## src/verilog/sxe_pkg.sv

```systemverilog
// Package for the swap, skip, table read and exclusive-OR execution slice.
// Assumes an 8-bit data path and 15-bit program-memory words.
package sxe_pkg;
    localparam int SXE_DATA_W   = 8;
    localparam int SXE_ROM_W    = 15;
    localparam int SXE_PC_W     = 12;
    localparam int SXE_PAGE_W   = 8;
    localparam int SXE_BIT_W    = 3;
    localparam int SXE_ZERO_BIT = 2;
    localparam int SXE_FLAG_W   = 4;
    localparam logic [7:0] SXE_ACC_RST  = 8'h00;
    localparam logic [6:0] SXE_TABHI_RST = 7'h00;
    localparam logic [3:0] SXE_FLAG_RST = 4'h0;
    localparam logic [3:0] SXE_OP_W     = 4'h4;
    localparam int SXE_SKIP_CYC = 2;
    localparam int SXE_RUN_CYC  = 1;

    typedef enum logic [3:0] {
        SXE_OP_NOP    = 4'h0,
        SXE_OP_SWAP   = 4'h1,
        SXE_OP_SWAP_ACC = 4'h2,
        SXE_OP_SKZ    = 4'h3,
        SXE_OP_CPSKZ  = 4'h4,
        SXE_OP_BITSKZ = 4'h5,
        SXE_OP_TRDC   = 4'h6,
        SXE_OP_TRDL   = 4'h7,
        SXE_OP_XORA   = 4'h8,
        SXE_OP_XOR_MEM = 4'h9,
        SXE_OP_XORI   = 4'hA
    } sxe_op_e;

    typedef enum logic [2:0] {
        SXE_ST_EXEC  = 3'h1,
        SXE_ST_DUMMY = 3'h2,
        SXE_ST_TABLE = 3'h4
    } sxe_state_e;
endpackage

```

## src/verilog/sxe_exec.sv

```systemverilog
// Execution slice for nibble swap, zero skips, table reads and XOR.
// Assumes the decoder presents one operation per issue pulse, a data
// memory that returns the addressed byte combinationally on mem_rd_in,
// and a program memory that returns the addressed word combinationally on rom_data_in.
`timescale 1ns/1ps
//////////////////////////////////////////////////////////////////////////////
module sxe_exec
    import sxe_pkg::*;
#(
    parameter int DATA_W = SXE_DATA_W,
    parameter int ROM_W  = SXE_ROM_W,
    parameter int PC_W   = SXE_PC_W
) (
    input  wire logic              clk_in,        // Instruction clock.
    input  wire logic              rstn_in,       // Async active-low reset.
    input  wire logic              issue_in,      // Operation valid pulse.
    input  wire logic [3:0]        op_in,         // Operation code.
    input  wire logic [2:0]        bit_sel_in,    // Bit index for bit test.
    input  wire logic [DATA_W-1:0] imm_in,        // Immediate operand.
    input  wire logic [DATA_W-1:0] mem_rd_in,     // Addressed memory byte.
    input  wire logic [PC_W-1:0]   pc_in,         // Current program counter.
    input  wire logic [DATA_W-1:0] tab_ptr_in,    // Table pointer value.
    input  wire logic [ROM_W-1:0]  rom_data_in,   // Program memory word.
    input  wire logic [3:0]        flags_in,      // OV, Z, AC, C now.
    output logic                   busy_out,      // Not ready for issue.
    output logic                   flush_out,     // Discard prefetch pulse.
    output logic                   mem_we_out,    // Memory write pulse.
    output logic [DATA_W-1:0]      mem_wd_out,    // Memory write data.
    output logic                   rom_re_out,    // Program memory read.
    output logic [PC_W-1:0]        rom_addr_out,  // Program memory address.
    output logic [DATA_W-1:0]      acc_out,       // Accumulator.
    output logic [ROM_W-DATA_W-1:0] tab_hi_out,   // Table high 7-bit register.
    output logic                   flags_we_out,  // Flag write pulse.
    output logic [3:0]             flags_out      // Flags to write.
);
    localparam int HI_W = ROM_W - DATA_W;

    logic           rstn_s;
    sxe_state_e     state_q;
    logic [DATA_W-1:0] acc_q;
    logic [HI_W-1:0]   tab_hi_q;
    logic           mem_we_q;
    logic [DATA_W-1:0] mem_wd_q;
    logic           flags_we_q;
    logic [3:0]     flags_q;
    logic           flush_q;
    logic           rom_re_q;
    logic [PC_W-1:0] rom_addr_q;
    logic [DATA_W-1:0] swapped;
    logic [DATA_W-1:0] xor_acc_mem;
    logic [DATA_W-1:0] xor_acc_imm;
    logic           byte_zero;
    logic           bit_zero;
    logic           skip;
    logic           go;

    sxe_rst_sync u_rst (
        .clk_in   (clk_in),
        .rstn_in  (rstn_in),
        .rstn_out (rstn_s)
    );

    //////////////////////////////////////////////////////////////////////////
    // Operand paths.
    assign swapped     = {mem_rd_in[3:0], mem_rd_in[7:4]};
    assign xor_acc_mem = acc_q ^ mem_rd_in;
    assign xor_acc_imm = acc_q ^ imm_in;
    assign byte_zero   = (mem_rd_in == '0);
    assign bit_zero    = ~mem_rd_in[bit_sel_in];
    assign go          = issue_in && (state_q == SXE_ST_EXEC);

    always_comb begin
        case (op_in)
            SXE_OP_SKZ,
            SXE_OP_CPSKZ:  skip = byte_zero;
            SXE_OP_BITSKZ: skip = bit_zero;
            default:       skip = 1'b0;
        endcase
    end

    //////////////////////////////////////////////////////////////////////////
    // Sequencer: a skip or a table read costs one extra cycle.
    always_ff @(posedge clk_in or negedge rstn_s) begin
        if (!rstn_s) begin
            state_q <= SXE_ST_EXEC;
        end else begin
            case (state_q)
                SXE_ST_EXEC: begin
                    if (go && skip) begin
                        state_q <= SXE_ST_DUMMY;
                    end else if (go && (op_in == SXE_OP_TRDC ||
                                        op_in == SXE_OP_TRDL)) begin
                        state_q <= SXE_ST_TABLE;
                    end
                end
                SXE_ST_DUMMY: state_q <= SXE_ST_EXEC;
                SXE_ST_TABLE: state_q <= SXE_ST_EXEC;
                default:      state_q <= SXE_ST_EXEC;
            endcase
        end
    end

    // The flush is a pulse so the fetch unit drops exactly one word.
    always_ff @(posedge clk_in or negedge rstn_s) begin
        if (!rstn_s) begin
            flush_q <= 1'b0;
        end else begin
            flush_q <= go && skip;
        end
    end

    //////////////////////////////////////////////////////////////////////////
    // Program memory read for table operations.
    always_ff @(posedge clk_in or negedge rstn_s) begin
        if (!rstn_s) begin
            rom_re_q   <= 1'b0;
            rom_addr_q <= '0;
        end else begin
            rom_re_q <= go && (op_in == SXE_OP_TRDC || op_in == SXE_OP_TRDL);
            if (go && op_in == SXE_OP_TRDC) begin
                rom_addr_q <= {pc_in[PC_W-1:DATA_W], tab_ptr_in};
            end else if (go && op_in == SXE_OP_TRDL) begin
                rom_addr_q <= {{(PC_W-DATA_W){1'b1}}, tab_ptr_in};
            end
        end
    end

    //////////////////////////////////////////////////////////////////////////
    // Accumulator.
    always_ff @(posedge clk_in or negedge rstn_s) begin
        if (!rstn_s) begin
            acc_q <= SXE_ACC_RST;
        end else if (go) begin
            case (op_in)
                SXE_OP_SWAP_ACC: acc_q <= swapped;
                SXE_OP_CPSKZ: acc_q <= mem_rd_in;
                SXE_OP_XORA:  acc_q <= xor_acc_mem;
                SXE_OP_XORI:  acc_q <= xor_acc_imm;
                default:      acc_q <= acc_q;
            endcase
        end
    end

    //////////////////////////////////////////////////////////////////////////
    // Data memory write port.
    always_ff @(posedge clk_in or negedge rstn_s) begin
        if (!rstn_s) begin
            mem_we_q <= 1'b0;
            mem_wd_q <= '0;
        end else begin
            mem_we_q <= 1'b0;
            if (state_q == SXE_ST_TABLE) begin
                mem_we_q <= 1'b1;
                mem_wd_q <= rom_data_in[DATA_W-1:0];
            end else if (go && op_in == SXE_OP_SWAP) begin
                mem_we_q <= 1'b1;
                mem_wd_q <= swapped;
            end else if (go && op_in == SXE_OP_XOR_MEM) begin
                mem_we_q <= 1'b1;
                mem_wd_q <= xor_acc_mem;
            end
        end
    end

    // Table high register.
    always_ff @(posedge clk_in or negedge rstn_s) begin
        if (!rstn_s) begin
            tab_hi_q <= SXE_TABHI_RST;
        end else if (state_q == SXE_ST_TABLE) begin
            tab_hi_q <= rom_data_in[ROM_W-1:DATA_W];
        end
    end

    //////////////////////////////////////////////////////////////////////////
    // Flags: only XOR writes, and only the zero bit changes.
    always_ff @(posedge clk_in or negedge rstn_s) begin
        if (!rstn_s) begin
            flags_we_q <= 1'b0;
            flags_q    <= SXE_FLAG_RST;
        end else begin
            flags_we_q <= 1'b0;
            if (go && (op_in == SXE_OP_XORA || op_in == SXE_OP_XOR_MEM)) begin
                flags_we_q <= 1'b1;
                flags_q    <= flags_in;
                flags_q[SXE_ZERO_BIT] <= (xor_acc_mem == '0);
            end else if (go && op_in == SXE_OP_XORI) begin
                flags_we_q <= 1'b1;
                flags_q    <= flags_in;
                flags_q[SXE_ZERO_BIT] <= (xor_acc_imm == '0);
            end
        end
    end

    assign busy_out     = (state_q != SXE_ST_EXEC);
    assign flush_out    = flush_q;
    assign mem_we_out   = mem_we_q;
    assign mem_wd_out   = mem_wd_q;
    assign rom_re_out   = rom_re_q;
    assign rom_addr_out = rom_addr_q;
    assign acc_out      = acc_q;
    assign tab_hi_out   = tab_hi_q;
    assign flags_we_out = flags_we_q;
    assign flags_out    = flags_q;
endmodule

```

## src/verilog/sxe_rst_sync.sv

```systemverilog
// Two-flop reset release synchroniser.
// Assumes one clock; assertion is asynchronous, release is clocked.
`timescale 1ns/1ps
module sxe_rst_sync (
    input  wire logic clk_in,   // Core clock.
    input  wire logic rstn_in,  // Raw active-low reset.
    output logic      rstn_out  // Synchronised active-low reset.
);
    logic stage1_q;
    logic stage2_q;

    always_ff @(posedge clk_in or negedge rstn_in) begin
        if (!rstn_in) begin
            stage1_q <= 1'b0;
            stage2_q <= 1'b0;
        end else begin
            stage1_q <= 1'b1;
            stage2_q <= stage1_q;
        end
    end

    assign rstn_out = stage2_q;
endmodule

```

## config.mk

```make
export PLATFORM = sky130hd
export DESIGN_NAME = sxe_exec
export DESIGN_NICKNAME = d
export VERILOG_FILES = /design/src/verilog/sxe_pkg.sv /design/src/verilog/sxe_exec.sv /design/src/verilog/sxe_rst_sync.sv
export SDC_FILE = /design/constraint.sdc
export NUM_CORES = 1
export LEC_CHECK = 0
export BUFFER_PORTS_ARGS = -buffer_cell sky130_fd_sc_hd__buf_4
export CORE_MARGIN = 2
export CORE_UTILIZATION = 30
export CTS_CLUSTER_SIZE = 30
export DETAILED_ROUTE_END_ITERATION = 7
export REMOVE_ABC_BUFFERS = 1
export SYNTH_ARGS = -nofsm -noshare
export SYNTH_HDL_FRONTEND = slang
export SYNTH_SLANG_ARGS = --single-unit
```

## constraint.sdc

```tcl
create_clock -name clk_in -period 3.76 [get_ports clk_in]
set_input_delay 0.752 -clock clk_in [delete_from_list [all_inputs] [get_ports clk_in]]
set_output_delay 0.752 -clock clk_in [all_outputs]
set_load 0.02 [all_outputs]
```

After elaboration in Yosys (flattened, before gate mapping)
Index checks and enable logic that the tools add are counted.

Input bits: 65. Output and inout port bits: 44. Register bits: 48. Word-level logic and storage cells: 69.

Bitwise logic cells: 3. Reduce and logical (&&, ||, !) cells: 20. $lt $le $gt $ge: 1. Muxes and demuxes: 19. Equality and inequality tests: 14.

Operator list (count): $pmux W8 S4 (1); $logic_not A8 Y1 (3); $mux W12 (2); $mux W8 (3); $eq A4 B3 Y1 const B (4); $xor A8 B8 Y8 (2); $eq A4 B4 Y1 const B (3); $logic_and A1 B1 Y1 (9); $mux W3 (3); $eq A4 B2 Y1 const B (2); $mux W4 (2); $mux W1 (6); $ne A3 B1 Y1 const B (2); $eq A4 B1 Y1 const B (1); $lt A3 B4 Y1 const B (1); $reduce_bool A2 Y1 (2); $reduce_bool A4 Y1 (1); $bmux W1 S3 (1); $eq A3 B1 Y1 const B (1); $eq A3 B3 Y1 const B (1); $reduce_bool A3 Y1 (1); $logic_or A1 B1 Y1 (2); $pmux W1 S2 (1); $reduce_and A2 Y1 (1); 2 further kinds (2).

Depth between registers and ports, before layout
Gate-level depths: netlist of the first run.

Depth in word-level cells: 7. Gate-level depth with buffers: 7. Depth with buffers taken out: 4.

Cells and area by module
A second synthesis of the first run with hierarchy kept.

Cells, all modules: 252. Area total of the unflattened synthesis: 2553.7 µm².

By module, submodules not included: sxe_exec (seq. area each 1152.4 µm², times used 1, area an instance 2499.9 µm², cells each 249); sxe_rst_sync (seq. area each 50.0 µm², times used 1, area an instance 53.8 µm², cells each 3).

Least setup slack after synthesis of the first run
OpenSTA, ideal clock, no wires.

Path kind: input to register. Start: input port op_in[1]. End: register rom_addr_q[7] (netlist: rom_addr_out[7]). Data required time: 3.635 ns. Setup time: 0.125 ns. Path buffers: 2. Arrival time: 2.074 ns. Stages: 5. Slack: 1.561 ns. Cell sequence: buf_2 -> clkinv_1 -> nor3_2 -> buf_4 -> mux2_2.

Longest elaborated chain between the ends: 3. Elaborated cells between the ends (all ways): 6. Classes of those cells: eq/ne: 2; mux: 1; reduce/logical: 3.

Ends and longest elaborated chain: from (decl) (RTL line sxe_exec.sv:17) `input wire logic [3:0] op_in,`; $eq A4 B3 Y1 (on tied branches) (RTL line sxe_exec.sv:120, sxe_exec.sv:122); $logic_and A1 B1 Y1 (on tied branches) (RTL line sxe_exec.sv:120, sxe_exec.sv:122); $mux W12 or $reduce_bool A2 Y1 (tied branches); to (signal assigned) (RTL line sxe_exec.sv:121) `rom_addr_q <= {pc_in[PC_W-1:DATA_W], tab_ptr_in};`; to (signal assigned) (RTL line sxe_exec.sv:123) `rom_addr_q <= {{(PC_W-DATA_W){1'b1}}, tab_ptr_in};`; to (decl) (RTL line sxe_exec.sv:48) `logic [PC_W-1:0] rom_addr_q;`.

Parallel ways exist; a longest one is shown, timed or not. A chain may end at the register's enable or synchronous reset.

Worst setup path in the final report of the first run
Start: register state_q[0]. End: register acc_q[0] (netlist: acc_out[0]).

Longest elaborated chain between the ends: 3.

Ends and longest elaborated chain: from (decl) (RTL line sxe_exec.sv:39) `sxe_state_e state_q;`; from (signal assigned) (RTL line sxe_exec.sv:85) `state_q <= SXE_ST_EXEC;`; from (signal assigned) (RTL line sxe_exec.sv:90) `state_q <= SXE_ST_DUMMY;`; from (signal assigned) (RTL line sxe_exec.sv:93) `state_q <= SXE_ST_TABLE;`; $eq A3 B1 Y1 (RTL line sxe_exec.sv:70) `assign go = issue_in && (state_q == SXE_ST_EXEC);`; $logic_and A1 B1 Y1 (RTL line sxe_exec.sv:70); $reduce_and A2 Y1 (no source line); to (signal assigned) (RTL line sxe_exec.sv:135) `SXE_OP_SWAP_ACC: acc_q <= swapped;`; to (signal assigned) (RTL line sxe_exec.sv:136) `SXE_OP_CPSKZ: acc_q <= mem_rd_in;`; to (signal assigned) (RTL line sxe_exec.sv:137) `SXE_OP_XORA: acc_q <= xor_acc_mem;`; to (decl) (RTL line sxe_exec.sv:40) `logic [DATA_W-1:0] acc_q;`.

No other way between the ends.

==> results list, run 1 <==
- The total area inside the core boundary comes to 8220 sq um.
- After detailed routing, the number of vias per cell comes to 5.09.
- For the worst setup path, the data arrival time is 2.44 ns.
* Sink Count: 48
- Hold Vio Cnt, Final: 0
- Post CTS Setup Buffer Count: 0
- Tightest Pin Transition: 1.05 ns
* Post-CTS resize count: 0
- Max-capacitance violation count: 0
* Outcome: completed
- Max Clock Skew: 0.0107 ns
* Peak supply drop: 0.161 mV
- The worst setup path is captured at a flip-flop.
* Summed negative setup slack over all endpoints: 0 ns
- Count of final setup violators: 0
- The share of total power dissipated in sequential elements is 0.443.
* Post-synth ARST share: 1.00
- Die height: 96.3 microns
- Antenna diodes: 0
- After detailed routing, the average wire length per cell comes to 15.6 microns.
* YS warnings: 0
* Cell area power density: 456 nW/um^2
- The analysis attributes to net switching a power of 550 uW.
- CTS clk-pin slew, worst paths: 0.09 ns
- For this design the top-level I/O count stands at 109.
* Root buf cell: sky130_fd_sc_hd__clkbuf_8
- CTS tree: yes
* Total iterations of the first detailed-routing run: 4
* Quantity of I/O buffers inserted on ports: 99
- Global route total overflow: 0
- Highest attainable clock frequency: 0.441 GHz
- Tcrit/Tclk final: 0.603
* Number of hold-repair buffers added at the cts stage: 0
- Leakage power summed over all cells: 0.00157 uW
- The floorplan step defined a die boundary enclosing 9270 sq um.
- Avg Cell Area, Syn: 10.1 sq um
- Yosys mapped a number of flops with a built-in enable equal to 0.
* Final count of pins violating max slew: 0
- Across every metal layer, demand over resource in global routing totals 0.154.
- Measured along the x axis, the die boundary spans 96.3 microns.
* Final critical-path required period: 2.27 ns
- The initialized floorplan defines 33 standard-cell rows.
* Post-placement worst setup slack: 1.23 ns
- Yosys reg bits: 48
* Post-synth top flop: sky130_fd_sc_hd__dfrtp_1
- Slew Limit Headroom: 0.302
- ANT nets after route: 0
- H-tree level count: 2
- The clock passes through at most 2 buffers.
- First-pass GRT wire length: 11.0 mm
- Total Nets Final: 409
* Kind of start point of the critical path: flip-flop
* Total via count in the routed design: 2292
- Unrepaired setup endpoints after global routing: false
- Fraction of power consumed by combinational cells: 0.349
- Internal: 1030 uW
- Switching Share: 0.349
- Of all nets on the critical path, the largest fanout is 16.
* Growth of design area from synthesis to finish: 35.4%
* DPL Wire Length: 5.20 mm
- Number of antenna violations at the first check in global routing: 0
- Crit path required time: 3.93 ns
* Worst setup path class: flip-flop to flip-flop
- The worst path meets setup with 1.49 ns of slack.
* Effective utilization at floorplan: 0.311
- Synth unique cells: 47
- Ratio of cells with drive above 1 in the final layout: 0.386
- Inserted Clock Buffers: 5
- The final layout contains routed wiring with a total length of 7.02 mm.
- The first routing iteration left 146 violations.
- Vias in the first global route: 2197
* Maximum number of pins on one net before global-route repair: 47
- Share of the yosys chip area belonging to registers: 0.471
- Clk network pwr share: 0.209
- Cells after Synth: 252
- # DRC: 0
- The congestion estimate from routability-driven global placement came to 0.851.
- The min-delay analysis places its worst path in the category primary input to async pin.
- Insertion delay to the later sink of the worst-skew pair: 0.30 ns
* Cell area after technology mapping: 2550 sq um
==> final cells by class <==
cell class,instances,area (sq um)
Inverter,3,11.3
Clock buffer,7,86.3
Clock inverter,1,8.76
Fill cell,811,4760
Tap cell,105,131
Timing Repair Buffer,100,751
Multi-Input combinational cell,186,1260
Sequential cell,48,1200
==> worst paths after layout <==
path / from / end / slack (ns) / cells after the start
max: state_q[0] / acc_out[0] / 1.49 / 4
min: rstn_in / u_rst.rstn_out / 0.22 / 1
max reg2reg: state_q[0] / acc_out[0] / 1.49 / 4
min reg2reg: u_rst.stage1_q / u_rst.rstn_out / 0.36 / 0
max in group asynchronous: u_rst.rstn_out / rom_addr_out[0] / 2.64 / 0
min in group clk_in: u_rst.stage1_q / u_rst.rstn_out / 0.36 / 0
==> critical path, stage by stage, from the launching register on <==
cell,delay [ns]
sky130_fd_sc_hd__dfstp_2,0.55
sky130_fd_sc_hd__nand4bb_1,0.34
sky130_fd_sc_hd__or4b_1,0.87
sky130_fd_sc_hd__o21ai_0,0.28
sky130_fd_sc_hd__o21ai_0,0.11
==> metrics by stage <==
step	total power [uW]	utilization	hold slack [ns]	instances	area, sq um
2_1_floorplan	991	-	0.331	237	2480
3_3_place_gp	1260	0.409	0.338	442	3360
3_5_place_dp	1270	0.409	0.339	442	3360
4_1_cts	1610	0.421	0.203	450	3460
5_1_grt	1670	0.421	0.196	450	3460
6_report	1580	0.421	0.218	450	3460
==> cells by family (layout without fill, tap and decap cells) <==
family          count (synthesis)  in the layout  synth area share
buf+inv                        18            111            0.0338
xor+xnor                       16             16            0.0549
simple gates                   86             86             0.181
flops                          48             48             0.471
mux                            21             21             0.101
compound gates                 62             62             0.157
other cells                     1              1           0.00147
==> synth_stat cells, types with 2 or more instances <==
library cell / count / share of area
sky130_fd_sc_hd__or3b_2: 2 / 0.0069
sky130_fd_sc_hd__nand4_1: 3 / 0.0074
sky130_fd_sc_hd__o21ai_0: 20 / 0.039
sky130_fd_sc_hd__nor3b_1: 5 / 0.015
sky130_fd_sc_hd__mux4_2: 2 / 0.018
sky130_fd_sc_hd__o2bb2ai_1: 2 / 0.0069
sky130_fd_sc_hd__nor2b_1: 2 / 0.0049
sky130_fd_sc_hd__a21oi_1: 5 / 0.0098
sky130_fd_sc_hd__and2_1: 6 / 0.015
sky130_fd_sc_hd__a222oi_1: 2 / 0.0078
sky130_fd_sc_hd__nand4bb_1: 2 / 0.0088
sky130_fd_sc_hd__mux2_2: 18 / 0.079
sky130_fd_sc_hd__nor4_1: 4 / 0.0098
sky130_fd_sc_hd__xnor2_1: 8 / 0.027
sky130_fd_sc_hd__o22ai_1: 3 / 0.0074
sky130_fd_sc_hd__nand3_1: 3 / 0.0059
sky130_fd_sc_hd__or4b_1: 2 / 0.0078
sky130_fd_sc_hd__inv_1: 2 / 0.0029
sky130_fd_sc_hd__dfrtp_1: 47 / 0.46
sky130_fd_sc_hd__buf_2: 6 / 0.012
sky130_fd_sc_hd__a31oi_1: 8 / 0.020
sky130_fd_sc_hd__nand2b_1: 3 / 0.0074
sky130_fd_sc_hd__clkbuf_1: 6 / 0.0088
sky130_fd_sc_hd__nand2_1: 21 / 0.031
sky130_fd_sc_hd__nor2_1: 25 / 0.037
sky130_fd_sc_hd__o21ai_1: 4 / 0.0078
sky130_fd_sc_hd__xor2_1: 8 / 0.027
sky130_fd_sc_hd__nor3_1: 3 / 0.0059
sky130_fd_sc_hd__o211ai_1: 7 / 0.021
sky130_fd_sc_hd__a221oi_1: 6 / 0.021
==> flip-flops by register name, summed over array words and instances, names as in the netlist <==
| signal | cells |
|---|---|
| acc_out | 8 |
| flags_out | 4 |
| flags_we_out | 1 |
| flush_out | 1 |
| mem_wd_out | 8 |
| mem_we_out | 1 |
| rom_addr_out | 12 |
| rom_re_out | 1 |
| state_q | 3 |
| tab_hi_out | 7 |
| u_rst.rstn_out | 1 |
| u_rst.stage1_q | 1 |
==> power by group through the flow <==
stage               sequential, uW  clock (uW)  combinational, uW
CTS                            701         350                555
detailed placement             711           0                554
floorplan                      815           0                176
global placement               706           0                549
finish                         698         329                550
global route                   714         365                593
==> routing by layer <==
layer / vias up / share of wire / global-route usage
met5: - / 0 / 0
met3: 5 / 0.063 / 0.0266
met1: 1109 / 0.44 / 0.215
li1: 1104 / - / -
met2: 74 / 0.49 / 0.247
met4: 0 / 0.0067 / 0.0369
==> placed cells by master (no fill, tap or decap), types with 4 or more instances in the layout <==
cell,Yosys,final
sky130_fd_sc_hd__nor3b_1,5,5
sky130_fd_sc_hd__nor2_1,25,25
sky130_fd_sc_hd__xnor2_1,8,8
sky130_fd_sc_hd__o211ai_1,7,7
sky130_fd_sc_hd__o21ai_0,20,20
sky130_fd_sc_hd__clkbuf_8,0,6
sky130_fd_sc_hd__a221oi_1,6,6
sky130_fd_sc_hd__a31oi_1,8,8
sky130_fd_sc_hd__o21ai_1,4,4
sky130_fd_sc_hd__mux2_2,18,18
sky130_fd_sc_hd__buf_4,1,100
sky130_fd_sc_hd__xor2_1,8,8
sky130_fd_sc_hd__and2_1,6,6
sky130_fd_sc_hd__nand2_1,21,21
sky130_fd_sc_hd__nor4_1,4,4
sky130_fd_sc_hd__a21oi_1,5,5
sky130_fd_sc_hd__dfrtp_1,47,46
(Power assumes the default switching activity.)
==> run 2, diff against run 1 <==
Clock period 3.76 ns to 2.34 ns, I/O delays scaled along.
==> run 2 against run 1 <==
Against the previous run: maximum frequency grew 15%; cell count grew 2.4%; critical endpoint is now acc_out[7]; non-clock buffer count grew 11; largest power group unchanged; via count grew 1.8%; global-route usage grew 0.70 points; first-iteration DRC count shrank 4.1%.
==> results list, run 2 (synthesis results as in run 1) <==
- Global route total overflow: 0
- Count of final setup violators: 0
* # DRC: 0
* Worst setup path class: flip-flop to flip-flop
- Die height: 96.3 microns
- For this design, the slowest cell found on the critical path is sky130_fd_sc_hd__or4b_1.
- Overall Power: 2690 uW
- Maximum number of pins on one net before global-route repair: 47
- Top fanout value on the critical path: 16
* Peak supply drop: 0.274 mV
- GRT Total Usage: 0.161
* Ratio of cells with drive above 1 in the final layout: 0.404
* Total iterations of the first detailed-routing run: 5
- In this run, the number of DRC markers left after iteration 0 of detailed routing was 140.
- The clock drives 48 sinks.
- By instance count, the cell type seen most on the critical path is sky130_fd_sc_hd__o21ai_0.
* Detailed-route wire length: 7.07 mm
- Cell chain of the critical path: nand4bb_1 -> or4b_1 -> o21ai_0 -> o21ai_0
* H-tree level count: 2
- Average wire per cell in the routed design: 15.3 microns
- Setup slack on the worst reg-to-reg path comes out at 0.36 ns.
- At the pin with the least slew margin, the transition time is 0.752 ns.
* ANT nets after route: 0
- Port buffering added 99 buffers.
* Reg-to-reg critical path endpoint: acc_out[7]
- Area of the core: 8220 sq um
- Clock skew on the completed layout was measured at 0.00639 ns.
* Outcome: completed
- Total Nets Final: 420
- Inserted Clock Buffers: 5
* Vias in the first global route: 2266
- Hold Vio Cnt, Final: 0
- Kind of path behind the tightest hold check: flip-flop to async pin
- Worst path max stage delay: 0.78 ns
- Crit path required time: 2.51 ns
- Counting the fill cells in the layout gives 811.
- Chip width: 96.3 microns
- Critical Path Sink Type: flip-flop
- Count of buffer and inverter cells on the critical path: 0
- Final critical-path required period: 1.98 ns
- Cell area power density: 750 nW/um^2
- Unrepaired setup endpoints after global routing: false
- Total via count in the routed design: 2334
* First-pass GRT wire length: 11.5 mm
- Post CTS Setup Buffer Count: 0
- TritonCTS built the clock tree.
- Launch instance of the worst register-to-register path: state_q[0]
- Effective utilization at floorplan: 0.311
* Tcrit/Tclk final: 0.846
* Weighted congestion reported at the end of routability-driven placement: 0.869
- Most common cell after layout, fill and taps aside: sky130_fd_sc_hd__buf_4
- Summed negative setup slack over all endpoints: 0 ns
* Flip-flop count of the largest register after layout: 12
* Final count of pins violating max slew: 0
- The tree is rooted in a sky130_fd_sc_hd__clkbuf_8.
- Critical Path AT: 2.15 ns
- Registers take 1200 sq um.
* CTS clk-pin slew, worst paths: 0.09 ns
- Highest attainable clock frequency: 0.505 GHz
- The initial antenna violation count was 0.
- The worst register-to-register path has a depth of 4.
* Clk buf depth: 2
- On the critical path the largest part of the delay comes from simple AND/OR/NAND/NOR gates.
- Area of the multi-input gates: 1260 sq um
* Max-capacitance violation count: 0
* Top Ports: 109
* Kind of start point of the critical path: flip-flop
* DPL Wire Length: 5.28 mm
* Growth of design area from synthesis to finish: 40.4%
* Leakage power summed over all cells: 0.00164 uW
* Worst slack on hold paths: 0.238 ns
- Top library cells by usage in the layout, fill and taps aside: sky130_fd_sc_hd__buf_4, sky130_fd_sc_hd__dfrtp_1, sky130_fd_sc_hd__nor2_1
- Total number of placement rows: 33
- Slew Limit Headroom: 0.497
- Insertion delay to the later sink of the worst-skew pair: 0.30 ns
* DIE AREA: 9270 sq um
- Antenna diodes: 0
- Via-to-Cell Ratio: 5.06
run 2: cell count changes in the layout (fill, tap and decap cells not counted):
cell | previous run | this run
sky130_fd_sc_hd__buf_12 | 0 | 1
sky130_fd_sc_hd__clkbuf_8 | 6 | 7
sky130_fd_sc_hd__dlygate4sd3_1 | 0 | 1
sky130_fd_sc_hd__clkinv_4 | 1 | 0
sky130_fd_sc_hd__buf_4 | 100 | 109
sky130_fd_sc_hd__clkbuf_1 | 1 | 0
sky130_fd_sc_hd__bufinv_16 | 0 | 1
run 2: layout make-up:
class | count | area share
Multi-Input combinational cell | 186 | 0.353
Sequential cell | 48 | 0.336
Timing Repair Buffer | 111 | 0.237
Tap cell | 105 | 0.0366
Clock buffer | 7 | 0.0269
Clock inverter | 1 | 0.00837
Inverter | 3 | 0.00314
run 2: how the worst max path moves through the flow:
| stage | from | endpoint | slack (ns) | cells past startpoint |
|---|---|---|---|---|
| global route | state_q[0] | acc_out[7] | 0.22 | 4 |
| finish | state_q[0] | acc_out[7] | 0.36 | 4 |
| CTS | state_q[0] | acc_out[7] | 0.32 | 4 |
| detailed placement | issue_in | acc_out[7] | 0.33 | 5 |
| floorplan | state_q[0] | rom_addr_out[0] | 0.34 | 3 |
| global placement | issue_in | acc_out[6] | 0.39 | 5 |
run 2: what timing repair did:
action                     4_1_cts  5_1_grt
resized for setup                0        0
setup endpoints to repair        0        0
hold endpoints to repair         2        0
hold buffers                     1        0
run 2: where the power goes:
part           total [uW]  switching (uW)  internal [uW]
Combinational         916             479            437
Clock                 662             285            377
Sequential           1110             126            984
Total                2690             889           1800
run 2: worst reg2reg max path: cells and delay by family, from the launching register on:
family	cells	cell delay, ns
flip-flops	1	0.55
AND/OR/NAND/NOR	2	0.93
AO/OA/AOI/OAI	2	0.37
run 2: through the flow:
| stage | instances | setup slack, ns | instance area (sq um) | util |
|---|---|---|---|---|
| after floorplan | 237 | 0.341 | 2480 | - |
| after CTS | 461 | 0.324 | 3590 | 0.436 |
| final | 461 | 0.361 | 3590 | 0.436 |
| after global routing | 461 | 0.224 | 3590 | 0.436 |
| after global placement | 452 | 0.393 | 3450 | 0.420 |
| after detailed placement | 452 | 0.330 | 3450 | 0.420 |
run 2: metal layers:
| layer | part of all wire | up-vias | track usage |
|---|---|---|---|
| met1 | 0.45 | 1093 | 0.229 |
| met4 | 0.0095 | 0 | 0.0440 |
| li1 | - | 1128 | - |
| met3 | 0.075 | 7 | 0.0290 |
| met5 | 0 | - | 0 |
| met2 | 0.46 | 106 | 0.249 |
